[src/verilog/rtal_map.vh]
// register map and constants of the result transfer and alert block
//Contract
//- default: all results copy into every result register together at acquisition end
//- any result load sets the result available flag
//- double buffer enabled defers the transfer to next acquisition start
//- manual transfer copies on demand, never while acquisition runs
//- alerts are evaluated and updated before results transfer
//- with oversampling, alerts update once after the last oversample
//- alerts update regardless of transfer, only for enabled measurements
//- per-input voltage alerts need their own over/under enable bits
//- cell over flag sets when voltage strictly above over set threshold
//- cell under flag sets when voltage strictly below under set threshold
//- flags clear only past clear threshold; equality changes nothing; aux flags have no hysteresis and clear at equality
//- summary over/under bits are OR of their per-input flags
//- cell combined alert is OR of its over and under flags
//- spread alert when max minus min exceeds 14-bit threshold
//- spread alert clears when a later difference no longer exceeds
//- spread threshold resets to FFC, which disables the alert; the code still alerts on a spread above FFC
//- report min and max cell indices, highest index on ties
//- total holds 16-bit sum of enabled cell voltages
//- no cells enabled leaves extreme index and total unchanged
//- aux above cold threshold gives cold, below hot gives hot
//- start bit is a strobe that always reads zero
`ifndef RTAL_MAP_VH
`define RTAL_MAP_VH
`define RTAL_OFS_CTRL 8'h00
`define RTAL_OFS_STATUS 8'h04
`define RTAL_OFS_MEAS_EN 8'h08
`define RTAL_OFS_OV_EN 8'h0C
`define RTAL_OFS_UV_EN 8'h10
`define RTAL_OFS_OV_SET 8'h14
`define RTAL_OFS_UV_SET 8'h18
`define RTAL_OFS_OV_CLR 8'h1C
`define RTAL_OFS_UV_CLR 8'h20
`define RTAL_OFS_SPREAD 8'h24
`define RTAL_OFS_HOT 8'h28
`define RTAL_OFS_COLD 8'h2C
`define RTAL_OFS_OV_FLAGS 8'h30
`define RTAL_OFS_UV_FLAGS 8'h34
`define RTAL_OFS_CELL_ALERT 8'h38
`define RTAL_OFS_EXTREME 8'h3C
`define RTAL_OFS_TOTAL 8'h40
`define RTAL_OFS_BLOCK 8'h44
`define RTAL_OFS_DIAGNOSTIC_RESULT_REG 8'h48
`define RTAL_OFS_AUX0 8'h4C
`define RTAL_OFS_AUX1 8'h50
`define RTAL_OFS_CELL0 8'h80
`define RTAL_CTRL_START 0
`define RTAL_CTRL_DBL 1
`define RTAL_CTRL_MOVE 2
`define RTAL_ST_COMPLETE 0
`define RTAL_ST_AVAIL 1
`define RTAL_ST_ANY_OV 2
`define RTAL_ST_ANY_UV 3
`define RTAL_ST_SPREAD 4
`define RTAL_ST_HOT 5
`define RTAL_ST_COLD 6
`define RTAL_EXT_MAX_LSB 8
`define RTAL_RST_OV_SET 16'hFFFF
`define RTAL_RST_UV_SET 16'h0000
`define RTAL_RST_OV_CLR 16'hFFFF
`define RTAL_RST_UV_CLR 16'h0000
`define RTAL_RST_SPREAD 14'h0FFC
`define RTAL_RST_HOT 16'h0000
`define RTAL_RST_COLD 16'hFFFF
`define RTAL_RST_MEAS_EN 14'h3FFF
`endif

[src/verilog/rtal_input_alert.v]
// one input's over and under voltage alert flags
`timescale 1ns/10ps
module rtal_input_alert #(
  parameter DW = 16,
  parameter HYST = 1
) (
  // clock and reset
  input wire i_core_clk,
  input wire i_rst_n,
  // evaluation control
  input wire i_eval,
  input wire i_ov_en,
  input wire i_uv_en,
  // sample and thresholds
  input wire [DW-1:0] i_value,
  input wire [DW-1:0] i_ov_set,
  input wire [DW-1:0] i_ov_clr,
  input wire [DW-1:0] i_uv_set,
  input wire [DW-1:0] i_uv_clr,
  // flags
  output reg o_ov_q,
  output reg o_uv_q
);
  reg ov_d;
  reg uv_d;

  always @* begin
    ov_d = o_ov_q;
    uv_d = o_uv_q;
    if (HYST != 0) begin
      // over set, clear past clear level
      if (i_value > i_ov_set)
        ov_d = 1'b1;
      else if (i_value < i_ov_clr)
        ov_d = 1'b0;
      // under set, clear past clear level
      if (i_value < i_uv_set)
        uv_d = 1'b1;
      else if (i_value > i_uv_clr)
        uv_d = 1'b0;
    end else begin
      ov_d = i_value > i_ov_set;
      uv_d = i_value < i_uv_set;
    end
  end

  always @(posedge i_core_clk) begin
    if (!i_rst_n) begin
      o_ov_q <= 1'b0;
      o_uv_q <= 1'b0;
    end else if (i_eval) begin
      // each flag only moves when enabled at evaluation
      if (i_ov_en)
        o_ov_q <= ov_d;
      if (i_uv_en)
        o_uv_q <= uv_d;
    end
  end
endmodule

[src/verilog/rtal_core.v]
// result transfer, alert evaluation and apb register file
`timescale 1ns/10ps
`include "rtal_map.vh"
module rtal_core #(
  parameter NCELL = 12,
  parameter NAUX = 2,
  parameter DW = 16
) (
  // clock and reset
  input wire i_core_clk,
  input wire i_rst_n,
  // apb slave
  input wire i_psel,
  input wire i_penable,
  input wire i_pwrite,
  input wire [7:0] i_paddr,
  input wire [31:0] i_pwdata,
  output reg o_pready,
  output reg [31:0] o_prdata,
  output reg o_pslverr,
  // arithmetic unit results, stable after i_alu_done
  input wire [NCELL*DW-1:0] i_alu_cell,
  input wire [NAUX*DW-1:0] i_alu_aux,
  input wire [DW-1:0] i_alu_block,
  input wire [DW-1:0] i_alu_diagnostic_result_reg,
  // acquisition sequencer
  input wire i_alu_done,
  output reg o_acq_start,
  output reg o_acq_busy,
  output reg o_result_available
);
  localparam NIN = NCELL + NAUX;
  localparam [2:0] S_IDLE = 3'b001;
  localparam [2:0] S_ACQ = 3'b010;
  localparam [2:0] S_XFER = 3'b100;

  reg [2:0] state_q;
  reg [2:0] state_d;
  reg double_buffer_enable_q;
  reg acq_complete_q;
  reg xfer_pending_q;
  reg [NIN-1:0] measurement_enable_q;
  reg [NIN-1:0] overvolt_alert_enable_q;
  reg [NIN-1:0] undervolt_alert_enable_q;
  reg [DW-1:0] ov_set_q;
  reg [DW-1:0] uv_set_q;
  reg [DW-1:0] ov_clr_q;
  reg [DW-1:0] uv_clr_q;
  reg [13:0] spread_threshold_q;
  reg [DW-1:0] hot_threshold_q;
  reg [DW-1:0] cold_threshold_q;
  reg spread_alert_q;
  reg [NCELL*DW-1:0] cell_result_q;
  reg [NAUX*DW-1:0] aux_result_q;
  reg [DW-1:0] block_result_q;
  reg [DW-1:0] diagnostic_result_reg_result_q;
  reg [DW-1:0] total_q;
  reg [3:0] min_idx_q;
  reg [3:0] max_idx_q;

  wire [NIN-1:0] ov_flags;
  wire [NIN-1:0] uv_flags;
  wire [NIN*DW-1:0] alu_in = {i_alu_aux, i_alu_cell};
  wire bus_setup = i_psel & ~i_penable;
  wire wr_fire = i_psel & i_penable & o_pready & i_pwrite & ~o_pslverr;
  wire [NCELL-1:0] cell_en = measurement_enable_q[NCELL-1:0];
  wire any_cell = |cell_en;
  wire eval = (state_q == S_ACQ) & i_alu_done;
  wire wr_ctrl = wr_fire & (i_paddr == `RTAL_OFS_CTRL);
  wire start_req = wr_ctrl & i_pwdata[`RTAL_CTRL_START];
  wire move_req = wr_ctrl & i_pwdata[`RTAL_CTRL_MOVE];
  reg do_xfer;

  // per-input alert flags, aux inputs without hysteresis
  genvar g;
  generate
    for (g = 0; g < NIN; g = g + 1) begin : g_in
      rtal_input_alert #(
        .DW(DW),
        .HYST(g < NCELL ? 1 : 0)
      ) u_alert (
        .i_core_clk(i_core_clk),
        .i_rst_n(i_rst_n),
        .i_eval(eval & measurement_enable_q[g]),
        .i_ov_en(overvolt_alert_enable_q[g]),
        .i_uv_en(undervolt_alert_enable_q[g]),
        .i_value(alu_in[g*DW +: DW]),
        .i_ov_set(g < NCELL ? ov_set_q : cold_threshold_q),
        .i_ov_clr(ov_clr_q),
        .i_uv_set(g < NCELL ? uv_set_q : hot_threshold_q),
        .i_uv_clr(uv_clr_q),
        .o_ov_q(ov_flags[g]),
        .o_uv_q(uv_flags[g])
      );
    end
  endgenerate

  // cell statistics over the enabled cells
  reg [DW-1:0] min_v;
  reg [DW-1:0] max_v;
  reg [3:0] min_i;
  reg [3:0] max_i;
  reg [DW-1:0] sum_v;
  reg seen;
  integer i;
  always @* begin
    min_v = {DW{1'b1}};
    max_v = {DW{1'b0}};
    min_i = 4'h0;
    max_i = 4'h0;
    sum_v = {DW{1'b0}};
    seen = 1'b0;
    for (i = 0; i < NCELL; i = i + 1) begin
      if (cell_en[i]) begin
        // ascending scan with <= and >= keeps the highest tie
        if (!seen || i_alu_cell[i*DW +: DW] <= min_v) begin
          min_v = i_alu_cell[i*DW +: DW];
          min_i = i[3:0];
        end
        if (!seen || i_alu_cell[i*DW +: DW] >= max_v) begin
          max_v = i_alu_cell[i*DW +: DW];
          max_i = i[3:0];
        end
        sum_v = sum_v + i_alu_cell[i*DW +: DW];
        seen = 1'b1;
      end
    end
  end
  wire [DW-1:0] spread_v = max_v - min_v;

  // transfer decision: auto, deferred, or manual
  always @* begin
    state_d = state_q;
    do_xfer = 1'b0;
    case (state_q)
      S_IDLE: begin
        if (start_req) begin
          state_d = S_ACQ;
          // deferred transfer lands at the next start
          do_xfer = xfer_pending_q;
        end else if (move_req) begin
          // manual copy only outside an acquisition
          do_xfer = 1'b1;
        end
      end
      S_ACQ: begin
        // flags update this cycle, copy follows next cycle
        if (i_alu_done)
          state_d = S_XFER;
      end
      S_XFER: begin
        state_d = S_IDLE;
        // default parallel load at acquisition end
        do_xfer = ~double_buffer_enable_q;
      end
      default: state_d = S_IDLE;
    endcase
  end

  always @(posedge i_core_clk) begin
    if (!i_rst_n) begin
      state_q <= S_IDLE;
      xfer_pending_q <= 1'b0;
      acq_complete_q <= 1'b0;
      o_acq_start <= 1'b0;
      o_acq_busy <= 1'b0;
    end else begin
      state_q <= state_d;
      // start is a strobe toward the sequencer
      o_acq_start <= (state_q == S_IDLE) & start_req;
      o_acq_busy <= state_d != S_IDLE;
      if ((state_q == S_IDLE) & start_req)
        acq_complete_q <= 1'b0;
      else if (state_q == S_XFER)
        acq_complete_q <= 1'b1;
      if (do_xfer)
        xfer_pending_q <= 1'b0;
      else if ((state_q == S_XFER) & double_buffer_enable_q)
        xfer_pending_q <= 1'b1;
    end
  end

  // result registers, all loaded in the same cycle
  always @(posedge i_core_clk) begin
    if (!i_rst_n) begin
      cell_result_q <= {NCELL*DW{1'b0}};
      aux_result_q <= {NAUX*DW{1'b0}};
      block_result_q <= {DW{1'b0}};
      diagnostic_result_reg_result_q <= {DW{1'b0}};
      total_q <= {DW{1'b0}};
      min_idx_q <= 4'h0;
      max_idx_q <= 4'h0;
    end else if (do_xfer) begin
      // every result register in one load
      cell_result_q <= i_alu_cell;
      aux_result_q <= i_alu_aux;
      block_result_q <= i_alu_block;
      diagnostic_result_reg_result_q <= i_alu_diagnostic_result_reg;
      // statistics kept when no cell was measured
      if (any_cell) begin
        total_q <= sum_v;
        min_idx_q <= min_i;
        max_idx_q <= max_i;
      end
    end
  end

  // result available: set on load, cleared by writing one
  always @(posedge i_core_clk) begin
    if (!i_rst_n)
      o_result_available <= 1'b0;
    // set wins over a same-cycle clear
    else if (do_xfer)
      o_result_available <= 1'b1;
    else if (wr_fire & (i_paddr == `RTAL_OFS_STATUS) & i_pwdata[`RTAL_ST_AVAIL])
      o_result_available <= 1'b0;
  end

  // spread alert follows each evaluation with cells enabled
  always @(posedge i_core_clk) begin
    if (!i_rst_n)
      spread_alert_q <= 1'b0;
    else if (eval & any_cell)
      spread_alert_q <= spread_v > {{(DW-14){1'b0}}, spread_threshold_q};
  end

  // software-written configuration
  always @(posedge i_core_clk) begin
    if (!i_rst_n) begin
      double_buffer_enable_q <= 1'b0;
      measurement_enable_q <= `RTAL_RST_MEAS_EN;
      overvolt_alert_enable_q <= {NIN{1'b0}};
      undervolt_alert_enable_q <= {NIN{1'b0}};
      ov_set_q <= `RTAL_RST_OV_SET;
      uv_set_q <= `RTAL_RST_UV_SET;
      ov_clr_q <= `RTAL_RST_OV_CLR;
      uv_clr_q <= `RTAL_RST_UV_CLR;
      // reset value 0FFC leaves the spread alert active for spreads above 0FFC
      spread_threshold_q <= `RTAL_RST_SPREAD;
      hot_threshold_q <= `RTAL_RST_HOT;
      cold_threshold_q <= `RTAL_RST_COLD;
    end else if (wr_fire) begin
      if (i_paddr == `RTAL_OFS_CTRL)
        double_buffer_enable_q <= i_pwdata[`RTAL_CTRL_DBL];
      else if (i_paddr == `RTAL_OFS_MEAS_EN)
        measurement_enable_q <= i_pwdata[NIN-1:0];
      else if (i_paddr == `RTAL_OFS_OV_EN)
        overvolt_alert_enable_q <= i_pwdata[NIN-1:0];
      else if (i_paddr == `RTAL_OFS_UV_EN)
        undervolt_alert_enable_q <= i_pwdata[NIN-1:0];
      else if (i_paddr == `RTAL_OFS_OV_SET)
        ov_set_q <= i_pwdata[DW-1:0];
      else if (i_paddr == `RTAL_OFS_UV_SET)
        uv_set_q <= i_pwdata[DW-1:0];
      else if (i_paddr == `RTAL_OFS_OV_CLR)
        ov_clr_q <= i_pwdata[DW-1:0];
      else if (i_paddr == `RTAL_OFS_UV_CLR)
        uv_clr_q <= i_pwdata[DW-1:0];
      else if (i_paddr == `RTAL_OFS_SPREAD)
        spread_threshold_q <= i_pwdata[13:0];
      else if (i_paddr == `RTAL_OFS_HOT)
        hot_threshold_q <= i_pwdata[DW-1:0];
      else if (i_paddr == `RTAL_OFS_COLD)
        cold_threshold_q <= i_pwdata[DW-1:0];
    end
  end

  // read decode; unmapped addresses answer with pslverr
  reg [31:0] rd_d;
  reg err_d;
  wire [3:0] cell_sel = i_paddr[5:2];
  always @* begin
    rd_d = 32'h0000_0000;
    err_d = 1'b0;
    if (i_paddr[1:0] != 2'b00)
      err_d = 1'b1;
    else if (i_paddr == `RTAL_OFS_CTRL)
      // start and move strobes read back as zero
      rd_d[`RTAL_CTRL_DBL] = double_buffer_enable_q;
    else if (i_paddr == `RTAL_OFS_STATUS) begin
      rd_d[`RTAL_ST_COMPLETE] = acq_complete_q;
      rd_d[`RTAL_ST_AVAIL] = o_result_available;
      rd_d[`RTAL_ST_ANY_OV] = |ov_flags;
      rd_d[`RTAL_ST_ANY_UV] = |uv_flags;
      rd_d[`RTAL_ST_SPREAD] = spread_alert_q;
      // aux flags form the temperature alerts
      rd_d[`RTAL_ST_HOT] = |uv_flags[NIN-1:NCELL];
      rd_d[`RTAL_ST_COLD] = |ov_flags[NIN-1:NCELL];
    end else if (i_paddr == `RTAL_OFS_MEAS_EN)
      rd_d[NIN-1:0] = measurement_enable_q;
    else if (i_paddr == `RTAL_OFS_OV_EN)
      rd_d[NIN-1:0] = overvolt_alert_enable_q;
    else if (i_paddr == `RTAL_OFS_UV_EN)
      rd_d[NIN-1:0] = undervolt_alert_enable_q;
    else if (i_paddr == `RTAL_OFS_OV_SET)
      rd_d[DW-1:0] = ov_set_q;
    else if (i_paddr == `RTAL_OFS_UV_SET)
      rd_d[DW-1:0] = uv_set_q;
    else if (i_paddr == `RTAL_OFS_OV_CLR)
      rd_d[DW-1:0] = ov_clr_q;
    else if (i_paddr == `RTAL_OFS_UV_CLR)
      rd_d[DW-1:0] = uv_clr_q;
    else if (i_paddr == `RTAL_OFS_SPREAD)
      rd_d[13:0] = spread_threshold_q;
    else if (i_paddr == `RTAL_OFS_HOT)
      rd_d[DW-1:0] = hot_threshold_q;
    else if (i_paddr == `RTAL_OFS_COLD)
      rd_d[DW-1:0] = cold_threshold_q;
    else if (i_paddr == `RTAL_OFS_OV_FLAGS)
      rd_d[NIN-1:0] = ov_flags;
    else if (i_paddr == `RTAL_OFS_UV_FLAGS)
      rd_d[NIN-1:0] = uv_flags;
    else if (i_paddr == `RTAL_OFS_CELL_ALERT)
      rd_d[NCELL-1:0] = ov_flags[NCELL-1:0] | uv_flags[NCELL-1:0];
    else if (i_paddr == `RTAL_OFS_EXTREME) begin
      rd_d[3:0] = min_idx_q;
      rd_d[`RTAL_EXT_MAX_LSB +: 4] = max_idx_q;
    end else if (i_paddr == `RTAL_OFS_TOTAL)
      rd_d[DW-1:0] = total_q;
    else if (i_paddr == `RTAL_OFS_BLOCK)
      rd_d[DW-1:0] = block_result_q;
    else if (i_paddr == `RTAL_OFS_DIAGNOSTIC_RESULT_REG)
      rd_d[DW-1:0] = diagnostic_result_reg_result_q;
    else if (i_paddr == `RTAL_OFS_AUX0)
      rd_d[DW-1:0] = aux_result_q[0 +: DW];
    else if (i_paddr == `RTAL_OFS_AUX1)
      rd_d[DW-1:0] = aux_result_q[DW +: DW];
    else if ((i_paddr[7:6] == 2'b10) && ({28'h0, cell_sel} < NCELL))
      rd_d[DW-1:0] = cell_result_q[cell_sel*DW +: DW];
    else
      err_d = 1'b1;
  end

  // zero-wait apb: answer registered in setup, shown in access
  always @(posedge i_core_clk) begin
    if (!i_rst_n) begin
      o_pready <= 1'b0;
      o_prdata <= 32'h0000_0000;
      o_pslverr <= 1'b0;
    end else begin
      o_pready <= bus_setup;
      o_pslverr <= bus_setup & err_d;
      if (bus_setup & ~i_pwrite)
        o_prdata <= rd_d;
    end
  end
endmodule

[config.mk]
export PLATFORM = sky130hd
export DESIGN_NAME = rtal_core
export DESIGN_NICKNAME = d
export VERILOG_FILES = /design/src/verilog/rtal_input_alert.v /design/src/verilog/rtal_core.v
export VERILOG_INCLUDE_DIRS = /design/src /design/src/verilog
export SDC_FILE = /design/constraint.sdc
export NUM_CORES = 2
export LEC_CHECK = 0
export BUFFER_PORTS_ARGS = -buffer_cell sky130_fd_sc_hd__buf_2
export CAP_MARGIN = 30
export CORE_UTILIZATION = 45
export CTS_CLUSTER_SIZE = 8
export DETAILED_ROUTE_END_ITERATION = 16
export GPL_ROUTABILITY_DRIVEN = 1
export PLACE_DENSITY = 0.61
export SLEW_MARGIN = 20
export SYNTH_ARGS = -nofsm -noshare
export SYNTH_HDL_FRONTEND = slang
export SYNTH_SLANG_ARGS = --single-unit
[constraint.sdc]
create_clock -name i_core_clk -period 90.9 [get_ports i_core_clk]
set_input_delay 18.18 -clock i_core_clk [delete_from_list [all_inputs] [get_ports i_core_clk]]
set_output_delay 18.18 -clock i_core_clk [all_outputs]
set_load 0.02 [all_outputs]
==> reports/metrics.csv <==
metric,value,unit
Mapped Area,0.06019,mm²
Final ANT Viol Nets,0,
Global Route Usage Sum,0.3907,
starting density of the core,0.4556,
Post-synth top cells,"ha_1, nand2_1, a21oi_1",
leading post-synthesis cells by cell area,"ha_1, dfxtp_1, a21oi_1, nand2_1, o21ai_0",
worst setup path start,i_alu_cell[13],
Tmin final,52.10,ns
CP required,91.41,ns
Total Nets Final,9695,
outcome,completed,
H-tree levels,3,
Netlist cell types,101,
layout cells sized above 1,0.09710,
Pins Over Slew Limit,0,
"Hold-fix buffers, CTS",0,
reg2reg end,spread_alert_q,
Sink Count,488,
max-cap violations,0,
Most Frequent Cell on Critical Path,a21o_1,
RD Place Congestion,1.037,
WS Path Type,primary input to flip-flop,
setup TNS,0,ns
CTS Root Cell,clkbuf_16,
vias in the first global route,56140,
"Arr. time, crit path",52.60,ns
GRT overflow,0,
Sequential Area,0.009772,mm²
clk buf depth,3,
Worst path max stage delay,0.50,ns
final hold vios,0,
drt total wl,274400,µm
crit path capture,spread_alert_q,
initial detailed-routing violation count,7762,
Ys Warns,0,
# rows,133,
post-CTS repair timing setup buffer count,0,
area delta synth->final,9.639,%
Tcrit/Tclk final,0.5731,
initial antenna violation count,7,
clock latency on the worst-skew pair,0.64,ns
clock slew at reported path FFs,0.05,ns
WL per Instance,27.93,µm
Async SR Flop Fraction,0,
# DRC,0,
Top Ports,339,
CTS tree,yes,
Placeable Area,0.1321,mm²
max layer used,met4,
crit start category,primary input,
post-synth top area cell,ha_1,
"Core Util, Final",0.4995,
Port Buf Inserts,306,
vias,61720,
largest net degree at the start of global routing,195,
ys flop type,dfxtp_1,
R2R depth,174,
# fillers,13120,
syn avg cell area,7.671,µm²
measured slew at the worst slew-check pin,1.145,ns
Worst path slowest cell,a2111oi_0,
met3 wire length,29970,µm
first-pass GRT wire length,388800,µm
"Seq/Total Area, Yosys",0.1623,
Worst Skew,0.02603,ns
area of the multi-input gates,0.04709,mm²
Die H,367.7,µm
final setup fails,0,
number of flops mapped to enable cells by yosys,0,
Critical Path Sink Type,flip-flop,
"flops & latches, synth",488,
RSZ-0062 raised after global routing,false,
"count leader, synth",ha_1,
total CTS buffers,72,
met2 WL,112700,µm
fmax,19.20,MHz
Cells after Synth,7847,
Final HPWL DP,209000,µm
die footprint,0.1352,mm²
r2r startpoint,measurement_enable_q[0],
relative slew slack,0.2367,
r2r setup slk,55.83,ns
area share of the largest cell type after synthesis,0.2771,
DR pass1 iterations,12,
chip width,367.7,µm
Post-CTS Resized,0,
Tightest Hold Check Type,flip-flop to flip-flop,
vias per inst,6.284,
met1 wire length,115200,µm
CP max FO,28,
[critical path: cells and delay by family]
kind	cells	cell delay (ns)
and+or+nand+nor	41	5.73
muxes	6	2.42
AOI/OAI and AO/OA	94	18.42
xor gates and xnor gates	1	0.42
adders and majority gates	13	4.00
buffers and inverters	19	3.39
[state kept, by name, summed over array words and instances, names as in the netlist, 3 cells and up]
signal	cells
overvolt_alert_enable_q	14
cell_result_q	192
measurement_enable_q	14
total_q	16
aux_result_q	32
cold_threshold_q	16
max_idx_q	4
uv_clr_q	16
g_in.u_alert.o_uv_q	14
undervolt_alert_enable_q	14
ov_set_q	16
block_result_q	16
hot_threshold_q	16
spread_threshold_q	14
min_idx_q	4
g_in.u_alert.o_ov_q	14
ov_clr_q	16
uv_set_q	16
o_prdata	16
diagnostic_result_reg_result_q	16
state_q	3
[metrics by stage]
step                std cells  worst slack (ns)  area (µm²)  hold WS [ns]
CTS                      9811             38.83       65860        0.4464
global placement         9702             38.21       63600        0.4346
floorplan                7862             42.79       60250        0.4286
detailed placement       9721             38.26       63880        0.4410
global route             9821             36.37       65990        0.4619
finish                   9822             38.80       66000        0.4449
[cell type report]
class | count | area share
Tap cell | 1755 | 0.03327
Clock inverter | 6 | 0.001346
Multi-Input combinational cell | 6460 | 0.7136
Clock buffer | 84 | 0.02861
Inverter | 593 | 0.03384
Timing Repair Buffer | 433 | 0.04116
Sequential cell | 488 | 0.1481
Antenna cell | 3 | 0.0001138
[cell families (layout without fill, tap and decap cells)]
family | after synthesis | after routing | synth area share
DFF | 488 | 488 | 0.1623
other | 1 | 19 | 0.00006230
AOI/OAI and AO/OA | 2293 | 2293 | 0.2290
adders and majority gates | 1347 | 1347 | 0.2814
and+or+nand+nor | 2333 | 2333 | 0.1805
xor gates and xnor gates | 147 | 147 | 0.02139
buffers and inverters | 914 | 1116 | 0.05822
muxes | 324 | 324 | 0.06712
[worst min path at each step]
stage,start,to,slack (ns),cells after the start
floorplan,cell_result_q[100],cell_result_q[100],0.43,2
global placement,cell_result_q[33],cell_result_q[33],0.43,2
detailed placement,cell_result_q[122],cell_result_q[122],0.44,2
CTS,cell_result_q[168],cell_result_q[168],0.45,2
global route,cell_result_q[47],cell_result_q[47],0.46,2
finish,cell_result_q[167],cell_result_q[167],0.44,2
[metal layers]
metal	GRT usage	up-vias
li1	-	28550
met4	0.1993	0
met3	0.07954	640
met1	0.5357	29280
met2	0.5749	3252
met5	0	-
[layout by cell type, fill, tap and decap left out, types with 129 or more instances in the layout]
cell type / n
a21o_1: 185
o21ai_0: 520
nand2b_1: 215
nor2_1: 353
nand4_1: 147
buf_2: 305
mux2_2: 142
a21oi_1: 950
ha_1: 1333
dfxtp_1: 486
nor2b_1: 214
inv_1: 588
mux2i_1: 129
nand2_1: 1078
Power is left out: the tool's default activity adds up to more than one toggle a clock period on the data nets, which glitch-free logic cannot reach.
